## src/design/tws_pkg.sv

```systemverilog
// Purpose: shared constants of the two-wire master status and irq block
// Assumes: 32-bit register bus, byte addresses, word aligned registers
// Notes:   bit positions are shared by status, mask and clear registers
package tws_pkg;
    localparam int          ADDR_W         = 6;
    localparam int          DATA_W         = 32;
    localparam int          BE_W           = 4;

    // register byte offsets
    localparam logic [5:0]  OFS_STATUS     = 6'h1C;
    localparam logic [5:0]  OFS_IRQ_SET    = 6'h20;
    localparam logic [5:0]  OFS_IRQ_CLR    = 6'h24;
    localparam logic [5:0]  OFS_IRQ_MASK   = 6'h28;
    localparam logic [5:0]  OFS_STAT_CLR   = 6'h2C;
    localparam logic [5:0]  OFS_PARAMS     = 6'h30;
    localparam logic [5:0]  OFS_REVISION   = 6'h34;

    // status bit positions
    localparam int          B_RX_READY     = 0;
    localparam int          B_TX_READY     = 1;
    localparam int          B_CMD_READY    = 2;
    localparam int          B_CMD_DONE     = 3;
    localparam int          B_IDLE         = 4;
    localparam int          B_BUS_FREE     = 5;
    localparam int          B_ADDR_NAK     = 8;
    localparam int          B_DATA_NAK     = 9;
    localparam int          B_ARB_LOST     = 10;
    localparam int          B_ALERT        = 11;
    localparam int          B_TIMEOUT      = 12;
    localparam int          B_PEC_ERR      = 13;
    localparam int          B_STOP_ACC     = 14;
    localparam int          B_MASTER_EN    = 16;

    // bits that exist in the mask, and those software may clear
    localparam logic [31:0] MASK_BITS      = 32'h0000_7F3F;
    localparam logic [31:0] CLEARABLE_BITS = 32'h0000_7F08;

    // revision field layout
    localparam int          VER_LSB        = 0;
    localparam int          VER_W          = 12;
    localparam int          VAR_LSB        = 16;
    localparam int          VAR_W          = 4;

    // reset values
    localparam logic [31:0] RST_ZERO       = 32'h0000_0000;
    localparam logic [31:0] PARAMS_VALUE   = 32'h0000_0000;

    // bus slave phases
    typedef enum logic [0:0] {
        TWS_WAIT = 1'b0,
        TWS_ACK  = 1'b1
    } tws_phase_t;
endpackage : tws_pkg

```

## src/design/tws_master_status.sv

```systemverilog
// Purpose: status flags, interrupt mask and irq of a two-wire bus master
// Assumes: engine strobes on i_core_clk; bus pins arrive asynchronously
// Notes:   one instance per master, each on its own bus-interface clock
// Contract
// - set arbitration lost on data line mismatch
// - set data nak flag, cleared by write
// - set address nak flag, cleared by write
// - bus free high when bus activity completed
// - idle only with no command running or queued
// - command complete only on success, write clears
// - command ready while active or queued slot free
// - tx ready while holding register accepts bytes
// - rx ready while unread byte is held
// - enable-set write ones set mask bits
// - enable-clear write ones clear mask bits
// - mask resets to zero, one enables interrupt
// - clear write drops flag and its request
// - revision holds version and variant fields
// - parameter register reads all zeros
// - each master on its own interface clock
// - set stop accepted flag, cleared by write
// - timeout, pec error and alert flags set
`timescale 1ns/1ps
module tws_master_status
    import tws_pkg::*;
#(
    parameter logic [11:0] VERSION_NUM = 12'hA5C,   // arbitrary value
    parameter logic [3:0]  VARIANT_NUM = 4'h3       // arbitrary value
) (
    input  wire logic                       i_core_clk,     // interface clock
    input  wire logic                       i_rst,          // async, high
    // register bus, avalon-mm slave
    input  wire logic [tws_pkg::ADDR_W-1:0] i_avs_address,  // byte address
    input  wire logic                       i_avs_read,     // read request
    input  wire logic                       i_avs_write,    // write request
    input  wire logic [tws_pkg::DATA_W-1:0] i_avs_writedata,// write data
    input  wire logic [tws_pkg::BE_W-1:0]   i_avs_byteenable,// write lanes
    output logic      [tws_pkg::DATA_W-1:0] o_avs_readdata, // read data
    output logic                            o_avs_waitrequest,// stall
    // two-wire pins, asynchronous
    input  wire logic                       i_scl_pin,      // clock line
    input  wire logic                       i_sda_pin,      // data line
    // engine, same clock
    input  wire logic                       i_sda_drive_low,// engine pulls low
    input  wire logic                       i_bus_owner,    // engine transmits
    input  wire logic                       i_master_en,    // interface on
    input  wire logic                       i_addr_nak,     // pulse
    input  wire logic                       i_data_nak,     // pulse
    input  wire logic                       i_cmd_ok,       // pulse, success
    input  wire logic                       i_stop_acc,     // pulse
    input  wire logic                       i_timeout,      // pulse
    input  wire logic                       i_pec_err,      // pulse
    input  wire logic                       i_alert,        // pulse
    input  wire logic                       i_cmd_busy,     // command running
    input  wire logic                       i_cmd_valid,    // active slot full
    input  wire logic                       i_ncmd_valid,   // queued slot full
    input  wire logic                       i_tx_full,      // tx holding full
    input  wire logic                       i_tx_stopped,   // tx halted
    input  wire logic                       i_rx_avail,     // rx byte unread
    output logic                            o_irq           // level irq
);
    import tws_pkg::*;

    // pin synchronisers; the first stage feeds only the second
    logic [1:0]  scl_sync_ff;
    logic [1:0]  sda_sync_ff;
    logic        scl_prev_ff;
    logic        sda_prev_ff;
    logic        bus_free_ff;
    logic [31:0] sticky_ff;
    logic [31:0] level_ff;
    logic [31:0] mask_ff;
    logic [31:0] status;
    logic [31:0] nxt_sticky;
    logic [31:0] nxt_mask;
    logic [31:0] set_evt;
    logic [31:0] clr_req;
    logic [31:0] wr_bits;
    logic [31:0] rd_value;
    logic        scl_rise;
    logic        start_seen;
    logic        stop_seen;
    logic        arb_mismatch;
    logic        wr_take;
    tws_phase_t  phase_ff;

    always_ff @(posedge i_core_clk or posedge i_rst) begin
        if (i_rst) begin
            scl_sync_ff <= 2'h3;
            sda_sync_ff <= 2'h3;
        end else begin
            scl_sync_ff <= {scl_sync_ff[0], i_scl_pin};
            sda_sync_ff <= {sda_sync_ff[0], i_sda_pin};
        end
    end

    // one cycle history of the synchronised lines, for edge finding
    always_ff @(posedge i_core_clk or posedge i_rst) begin
        if (i_rst) begin
            scl_prev_ff <= 1'b1;
            sda_prev_ff <= 1'b1;
        end else begin
            scl_prev_ff <= scl_sync_ff[1];
            sda_prev_ff <= sda_sync_ff[1];
        end
    end

    // line events; start and stop need the clock line high
    assign scl_rise   = scl_sync_ff[1] & ~scl_prev_ff;
    assign start_seen = scl_sync_ff[1] & scl_prev_ff
                        & sda_prev_ff & ~sda_sync_ff[1];
    assign stop_seen  = scl_sync_ff[1] & scl_prev_ff
                        & ~sda_prev_ff & sda_sync_ff[1];

    // sampled on the clock rise, when data must be stable; a released
    // line that reads low means another master is pulling it
    assign arb_mismatch = i_bus_owner & scl_rise & ~i_sda_drive_low
                          & ~sda_sync_ff[1];

    // free after a stop, busy from a start; free out of reset
    always_ff @(posedge i_core_clk or posedge i_rst) begin
        if (i_rst) begin
            bus_free_ff <= 1'b1;
        end else if (stop_seen) begin
            bus_free_ff <= 1'b1;
        end else if (start_seen) begin
            bus_free_ff <= 1'b0;
        end
    end

    // level flags follow the engine and the bus lines, no software action needed
    always_ff @(posedge i_core_clk or posedge i_rst) begin
        if (i_rst) begin
            level_ff <= RST_ZERO;
            level_ff[B_CMD_READY] <= 1'b1;
        end else begin
            level_ff <= RST_ZERO;
            level_ff[B_RX_READY]  <= i_rx_avail;
            level_ff[B_TX_READY]  <= ~i_tx_full
                                     & ~i_tx_stopped;
            level_ff[B_CMD_READY] <= ~(i_cmd_valid
                                       & i_ncmd_valid);
            level_ff[B_IDLE]      <= ~i_cmd_busy & ~i_cmd_valid
                                     & ~i_ncmd_valid;
            level_ff[B_BUS_FREE]  <= bus_free_ff;
            level_ff[B_MASTER_EN] <= i_master_en;
        end
    end

    // event strobes gathered at their status positions
    always_comb begin
        set_evt = RST_ZERO;
        set_evt[B_ARB_LOST] = arb_mismatch;
        set_evt[B_DATA_NAK] = i_data_nak;
        set_evt[B_ADDR_NAK] = i_addr_nak;
        set_evt[B_CMD_DONE] = i_cmd_ok;
        set_evt[B_STOP_ACC] = i_stop_acc;
        set_evt[B_TIMEOUT]  = i_timeout;
        set_evt[B_PEC_ERR]  = i_pec_err;
        set_evt[B_ALERT]    = i_alert;
    end

    // write data masked by byte lanes
    generate
        for (genvar g = 0; g < BE_W; g++) begin : g_lane
            assign wr_bits[g*8 +: 8] = i_avs_writedata[g*8 +: 8]
                                       & {8{i_avs_byteenable[g]}};
        end
    endgenerate

    // a write takes effect only at the edge where waitrequest is sampled low, one cycle after its stall ends
    assign wr_take = i_avs_write & (phase_ff == TWS_ACK);
    assign clr_req = (wr_take && i_avs_address == OFS_STAT_CLR)
                     ? (wr_bits & CLEARABLE_BITS) : RST_ZERO;

    // an event in the clearing cycle survives: set beats clear
    assign nxt_sticky = (sticky_ff & ~clr_req) | set_evt;

    always_ff @(posedge i_core_clk or posedge i_rst) begin
        if (i_rst) begin
            sticky_ff <= RST_ZERO;
        end else begin
            sticky_ff <= nxt_sticky;
        end
    end

    // mask set and clear; only implemented status bits are kept
    always_comb begin
        nxt_mask = mask_ff;
        if (wr_take) begin
            if (i_avs_address == OFS_IRQ_SET) begin
                nxt_mask = mask_ff | (wr_bits & MASK_BITS);
            end else if (i_avs_address == OFS_IRQ_CLR) begin
                nxt_mask = mask_ff & ~wr_bits;
            end
        end
    end

    always_ff @(posedge i_core_clk or posedge i_rst) begin
        if (i_rst) begin
            mask_ff <= RST_ZERO;
        end else begin
            mask_ff <= nxt_mask;
        end
    end

    assign status = sticky_ff | level_ff;

    // irq from the next state, so clearing drops it at once
    always_ff @(posedge i_core_clk or posedge i_rst) begin
        if (i_rst) begin
            o_irq <= 1'b0;
        end else begin
            o_irq <= |((nxt_sticky | level_ff) & nxt_mask);
        end
    end

    // read mux; unmapped and write-only offsets read as zero
    always_comb begin
        rd_value = RST_ZERO;
        if (i_avs_address == OFS_STATUS) begin
            rd_value = status;
        end else if (i_avs_address == OFS_IRQ_MASK) begin
            rd_value = mask_ff;
        end else if (i_avs_address == OFS_PARAMS) begin
            rd_value = PARAMS_VALUE;
        end else if (i_avs_address == OFS_REVISION) begin
            rd_value[VER_LSB +: VER_W] = VERSION_NUM;
            rd_value[VAR_LSB +: VAR_W] = VARIANT_NUM;
        end
    end

    // one stall cycle per access keeps read data registered
    always_ff @(posedge i_core_clk or posedge i_rst) begin
        if (i_rst) begin
            phase_ff          <= TWS_WAIT;
            o_avs_waitrequest <= 1'b1;
            o_avs_readdata    <= RST_ZERO;
        end else begin
            case (phase_ff)
                TWS_WAIT: begin
                    if (i_avs_read | i_avs_write) begin
                        phase_ff          <= TWS_ACK;
                        o_avs_waitrequest <= 1'b0;
                        o_avs_readdata    <= rd_value;
                    end
                end
                TWS_ACK: begin
                    phase_ff          <= TWS_WAIT;
                    o_avs_waitrequest <= 1'b1;
                end
                default: begin
                    phase_ff          <= TWS_WAIT;
                    o_avs_waitrequest <= 1'b1;
                end
            endcase
        end
    end

    // each master instance runs on its own i_core_clk
endmodule : tws_master_status

```

## config.mk

```make
export PLATFORM = sky130hd
export DESIGN_NAME = tws_master_status
export DESIGN_NICKNAME = d
export VERILOG_FILES = /design/src/design/tws_pkg.sv /design/src/design/tws_master_status.sv
export SDC_FILE = /design/constraint.sdc
export NUM_CORES = 1
export LEC_CHECK = 0
export ABC_AREA = 1
export BUFFER_PORTS_ARGS = -buffer_cell sky130_fd_sc_hd__buf_2
export CAP_MARGIN = 30
export CORE_ASPECT_RATIO = 0.7
export CORE_MARGIN = 3
export CORE_UTILIZATION = 40
export DETAILED_ROUTE_END_ITERATION = 16
export PLACE_DENSITY = 0.75
export SLEW_MARGIN = 20
export SYNTH_ARGS = -nofsm -noshare
export SYNTH_HDL_FRONTEND = slang
export SYNTH_SLANG_ARGS = --single-unit
```

## constraint.sdc

```tcl
create_clock -name i_core_clk -period 3.41 [get_ports i_core_clk]
set_clock_uncertainty 0.1 [all_clocks]
set_input_delay 0.341 -clock i_core_clk [delete_from_list [all_inputs] [get_ports i_core_clk]]
set_output_delay 0.341 -clock i_core_clk [all_outputs]
set_load 0.02 [all_outputs]
```

# After elaboration in Yosys (flattened, before gate mapping)
# Cells that the tools add are included.
# word_totals
word_cells	79
input_bits	64
regBits	112
out_inout_bits	34
# classes
n_reduce_logical	4
eq_ne	8
n_bitwise	39
n_mux	16
# op_table
cell	count
$mux 32	5
$and 32x32->32	3
$or 32x15->32	2
$or 32x17->32	2
$eq 6x6->1 const B	6
$and 8x8->8	4
$not 15->32	1
$not 32->32	1
$reduce_or 32->1	1
$mux 12	2
$mux 15	1
$and 1x1->1	14
$not 1->1	11
$eq 6x5->1 const B	1
$mux 1	4
$mux 2	2
$pmux 1 s2	2
$ne 2x2->1 const B	1
$reduce_and 2->1	1
$reduce_bool 2->1	1
$logic_and 1x1->1	1
$or 1x1->1	1

# Logic depth before layout (Yosys ltp)
# logic_depth
word_depth	9
mapped_depth	11
mapped_depth_nobuf	10

# Least setup slack after synthesis
# Ideal clock, no wire load.
# synth_timing
path_kind	input-to-reg
startpoint	input port i_avs_address[0] (netlist bit)
endpoint	register o_irq
arrival_time_ps	1235
slack_ps	1950
setup_ps	125
t_required_ps	3185
cell_stages	11
n_path_buf	1
path_cell_list	inv_1 nand2_2 nor2_8 nand2_4 buf_6 o21ai_2 nand2_1 nand2_1 nand2_1 nor2_1 nand3_1
# synth_between
word_cells_on_any_way	14
classes_between	eq/ne: 3; mux: 4; bitwise: 5; reduce/logical: 2
# synth_lines
item	line	source
from (decl)	tws_master_status.sv:33	input wire logic [tws_pkg::ADDR_W-1:0] i_avs_address,
$eq 6x6->1	tws_master_status.sv:193	end else if (i_avs_address == OFS_IRQ_CLR) begin
$mux 32	tws_master_status.sv:193	
$mux 32 *	tws_master_status.sv:191	if (i_avs_address == OFS_IRQ_SET) begin
$mux 32 *	tws_master_status.sv:190	if (wr_take) begin
net nxt_mask[10]	tws_master_status.sv:75	logic [31:0] nxt_mask;
$and 32x32->32 *	tws_master_status.sv:214	o_irq <= |((nxt_sticky | level_ff) & nxt_mask);
$reduce_or 32->1 *	tws_master_status.sv:214	
to (signal assigned)	tws_master_status.sv:214	
to (decl)	tws_master_status.sv:60	output logic o_irq
# The timed path passes the listed nets; every way through them passes the cells marked *.
# A chain may end at the register's enable or synchronous reset.

# Final worst setup path
# layout_timing
startpoint	register phase_ff
endpoint	register o_irq
# layout_between
word_cells_on_any_way	10
classes_between	mux: 2; bitwise: 6; reduce/logical: 2
# layout_lines
item	line	source
from (decl)	tws_master_status.sv:85	tws_phase_t phase_ff;
from (signal assigned)	tws_master_status.sv:236	phase_ff <= TWS_WAIT;
from (signal assigned)	tws_master_status.sv:243	phase_ff <= TWS_ACK;
from (signal assigned)	tws_master_status.sv:249	phase_ff <= TWS_WAIT;
$and 1x1->1	tws_master_status.sv:172	assign wr_take = i_avs_write & (phase_ff == TWS_ACK);
$mux 32	tws_master_status.sv:190	
net nxt_mask[9]	tws_master_status.sv:75	
$and 32x32->32	tws_master_status.sv:214	
$reduce_or 32->1	tws_master_status.sv:214	
# The timed path passes the listed nets, and every way through them passes these cells.

==> run summary <==
type of element capturing the critical path -> register
Num CTS Buffers -> 9
Routability Congestion -> 0.8505
Power per Cell Area -> 507.8 mW/mm2
vias in the first global route -> 3238
final count of negative-setup-slack endpoints -> 0
Max-slew headroom -> 59.48%
ratio of final minimum period to clock period -> 55.67%
outcome -> finished clean
dominant register cell in the synthesized netlist -> dfrtp_1
per-cell via count in the routed design -> 5.020
Hold Vio Cnt, Final -> 0
final period demand of the worst path -> 1.898 ns
share of power burned in the clock network -> 41.9%
cell repeated most along the worst path -> nand2_1
number of warnings printed during yosys synthesis -> 0
worst-path cell with the longest stage delay -> dfrtp_1
family of cells with the greatest summed delay on the critical path -> simple AND/OR/NAND/NOR gates
unrepaired setup endpoints after global routing -> false
Core Util, Final -> 53.71%
leakage power -> 0.002697 uW
Final Slew Violations -> 0
internal power consumption -> 1781 uW
data required time at the worst endpoint -> 3.53 ns
average instance area after synthesis -> 8.799 um2
number of top-level pins -> 98
category of the critical setup timing path -> reg -> reg
Post-Syn Instances -> 428
count of flip-flops with a built-in enable after synthesis -> 0
die footprint -> 0.01063 mm2
post-synthesis sequential area ratio -> 58.77%
Worst IR Drop VDD -> 259.2 uV
async set-or-reset flop fraction in the synthesized netlist -> 100.0%
wire length reported by the detailed router -> 9871 um
CTS tree -> done
startpoint type of the worst setup path -> register
power share of the combinational group -> 11.2%
total placed cells including tap cells -> 632
Area growth syn-to-layout -> 25.42%
count of standard-cell rows -> 28
TNS Setup -> 0 ns
# nets final -> 592
antenna violations before repair -> 1
layout cells sized above 1 -> 27.20%
routed via count -> 3278
part of the power in registers -> 46.9%
violation count after the first detailed-routing iteration -> 230
worst stage delay on the critical path -> 0.37 ns
first-pass GRT wire length -> 15960 um
arrival time at the worst endpoint -> 2.02 ns
transition time of the tightest slew-check pin -> 0.6069 ns
count of distinct cell types in the synthesized netlist -> 28
Critical Path, Cell by Cell -> nand2_1 > nor2_4 > nand2_4 > o21ai_0 > nand2_1 > nand2_1 > nand2_1 > nor2_1 > nand3_1
initial core utilization -> 42.83%
drt drc -> 0
maximum achievable frequency -> 526.8 MHz
remaining global-route overflow -> 0
post-detail-place hpwl -> 7103 um
CTS sink cnt -> 88
Seq cells post-synth -> 88
mapped cell area -> 0.003766 mm2
Pre-Repair DR Iteration Count -> 6
clock slew at the register clock pins of the worst setup and hold paths -> 0.06 ns
die span in x -> 122.0 um
PostCTS Resize Cnt -> 0
number of H-tree levels -> 3
non-filler instance count after layout -> 653
count of buffers from port buffering -> 97
die boundary height -> 87.19 um
final antenna diode count -> 0
Min-Delay Path Class -> in -> reg
Max clock buf depth -> 2
Synthesized Nets -> 492
highest net fanout along the worst path -> 25
post-DR wirelength/cell -> 15.12 um
Max Cap Viol -> 0
area inside the core boundary -> 0.008793 mm2
largest net degree at the start of global routing -> 45
clock root buffer -> clkbuf_16
net switching share of the total power -> 25.74%
latest clock arrival within the worst-skew pair -> 0.34 ns
Bufs and invs on worst path -> 0
number of nets still failing antenna checks after routing -> 0
total global routing track utilization -> 19.55%
net switching power figure -> 617.3 uW
-- through the flow --
stage | setup slack, ns | hold WS [ns] | instance area (um2) | total power [uW]
after global routing | 1.257 | 0.03143 | 4723 | 2503
after floorplan | 0.7053 | 0.2452 | 3766 | 1292
after global placement | 1.435 | 0.2463 | 4348 | 1400
after detailed placement | 1.386 | 0.2159 | 4368 | 1412
after CTS | 1.489 | 0.03310 | 4723 | 2418
final | 1.512 | 0.04621 | 4723 | 2399
-- final timing paths --
kind	cells past startpoint	start	slack, ns	endpoint
setup reg to reg	9	phase_ff$_DFF_PP0_	1.51	o_irq$_DFF_PP0_
setup / recovery	9	phase_ff$_DFF_PP0_	1.51	o_irq$_DFF_PP0_
hold / removal	2	i_ncmd_valid	0.05	level_ff[2]$_DFF_PP1_
hold reg to reg	0	scl_sync_ff[0]$_DFF_PP1_	0.25	scl_sync_ff[1]$_DFF_PP1_
max in group asynchronous	5	i_rst	1.98	mask_ff[31]$_DFFE_PP0P_
min in group asynchronous	3	i_rst	0.41	level_ff[16]$_DFF_PP0_
-- power by group through the flow --
stage          logic (uW)  registers, uW  clock network [uW]
2_1_floorplan         123           1170                   0
3_3_place_gp          255           1140                   0
3_5_place_dp          267           1140                   0
4_1_cts               272           1130                1020
5_1_grt               298           1130                1070
6_report              269           1130                1000
-- kinds of logic after synthesis --
group / Yosys count / synth area share [%]
AOI/OAI and AO/OA: 65 / 9.568
buffers and inverters: 61 / 6.644
DFF: 88 / 58.77
and+or+nand+nor: 214 / 25.02
-- flip-flops by register name, indices dropped and copies added, names as in the netlist --
register,flops
level_ff,6
sticky_ff,8
phase_ff,1
o_avs_readdata,32
o_irq,1
bus_free_ff,1
o_avs_waitrequest,1
sda_prev_ff,1
scl_prev_ff,1
mask_ff,32
sda_sync_ff,2
scl_sync_ff,2
-- synthesized netlist by cell type, types with 3 or more instances --
master / instances / area, um2
nand3_1: 39 / 195.2
nand2_2: 4 / 25.02
dfrtp_1: 79 / 1977
a221oi_1: 3 / 26.28
o21ai_0: 30 / 150.1
nand4_1: 9 / 56.30
inv_1: 40 / 150.1
nand2_1: 130 / 488.0
a21oi_1: 16 / 80.08
clkbuf_1: 9 / 33.78
o21ai_1: 9 / 45.04
buf_2: 5 / 25.02
o21ai_2: 5 / 43.79
dfstp_2: 9 / 236.5
nor2_1: 23 / 86.33
-- cell usage in the layout, fill, tap and decap left out, types with 2 or more instances in the layout --
cell,synthesis,routed
nand2_1,130,130
buf_2,5,97
dlygate4sd3_1,0,5
nand3_1,39,39
inv_1,40,39
o21ai_0,30,30
nand2_2,4,4
nand4_1,9,9
o21ai_1,9,8
nand2_4,2,2
nor2_1,23,23
inv_6,0,2
a21oi_1,16,16
clkinvlp_4,0,2
dfstp_2,9,9
buf_4,0,4
a221oi_1,3,3
o21ai_2,5,6
dfrtp_1,79,79
inv_2,2,2
clkbuf_16,0,9
nor2_4,2,2
-- timing repair --
action	4_1_cts	5_1_grt
hold buffers	5	0
hold endpoints to repair	14	0
buffers inserted	0	0
-- cell type report --
type	count	area [um2]
clock buffers	11	242.7
clock inverters	5	62.56
multi-input cells	279	1306
well taps	120	150.1
flip-flops and latches	88	2213
inverters	43	162.7
fillers	806	4070
repair buffers	107	585.6
-- layer usage --
| metal | GRT usage [%] | up-vias | wire (um) |
|---|---|---|---|
| met3 | 6.169 | 20 | 823 |
| met2 | 29.96 | 124 | 4436 |
| met5 | 0 | - | 13 |
| li1 | - | 1575 | - |
| met1 | 26.92 | 1557 | 4426 |
| met4 | 5.697 | 2 | 171 |
(Power assumes the default switching activity.)
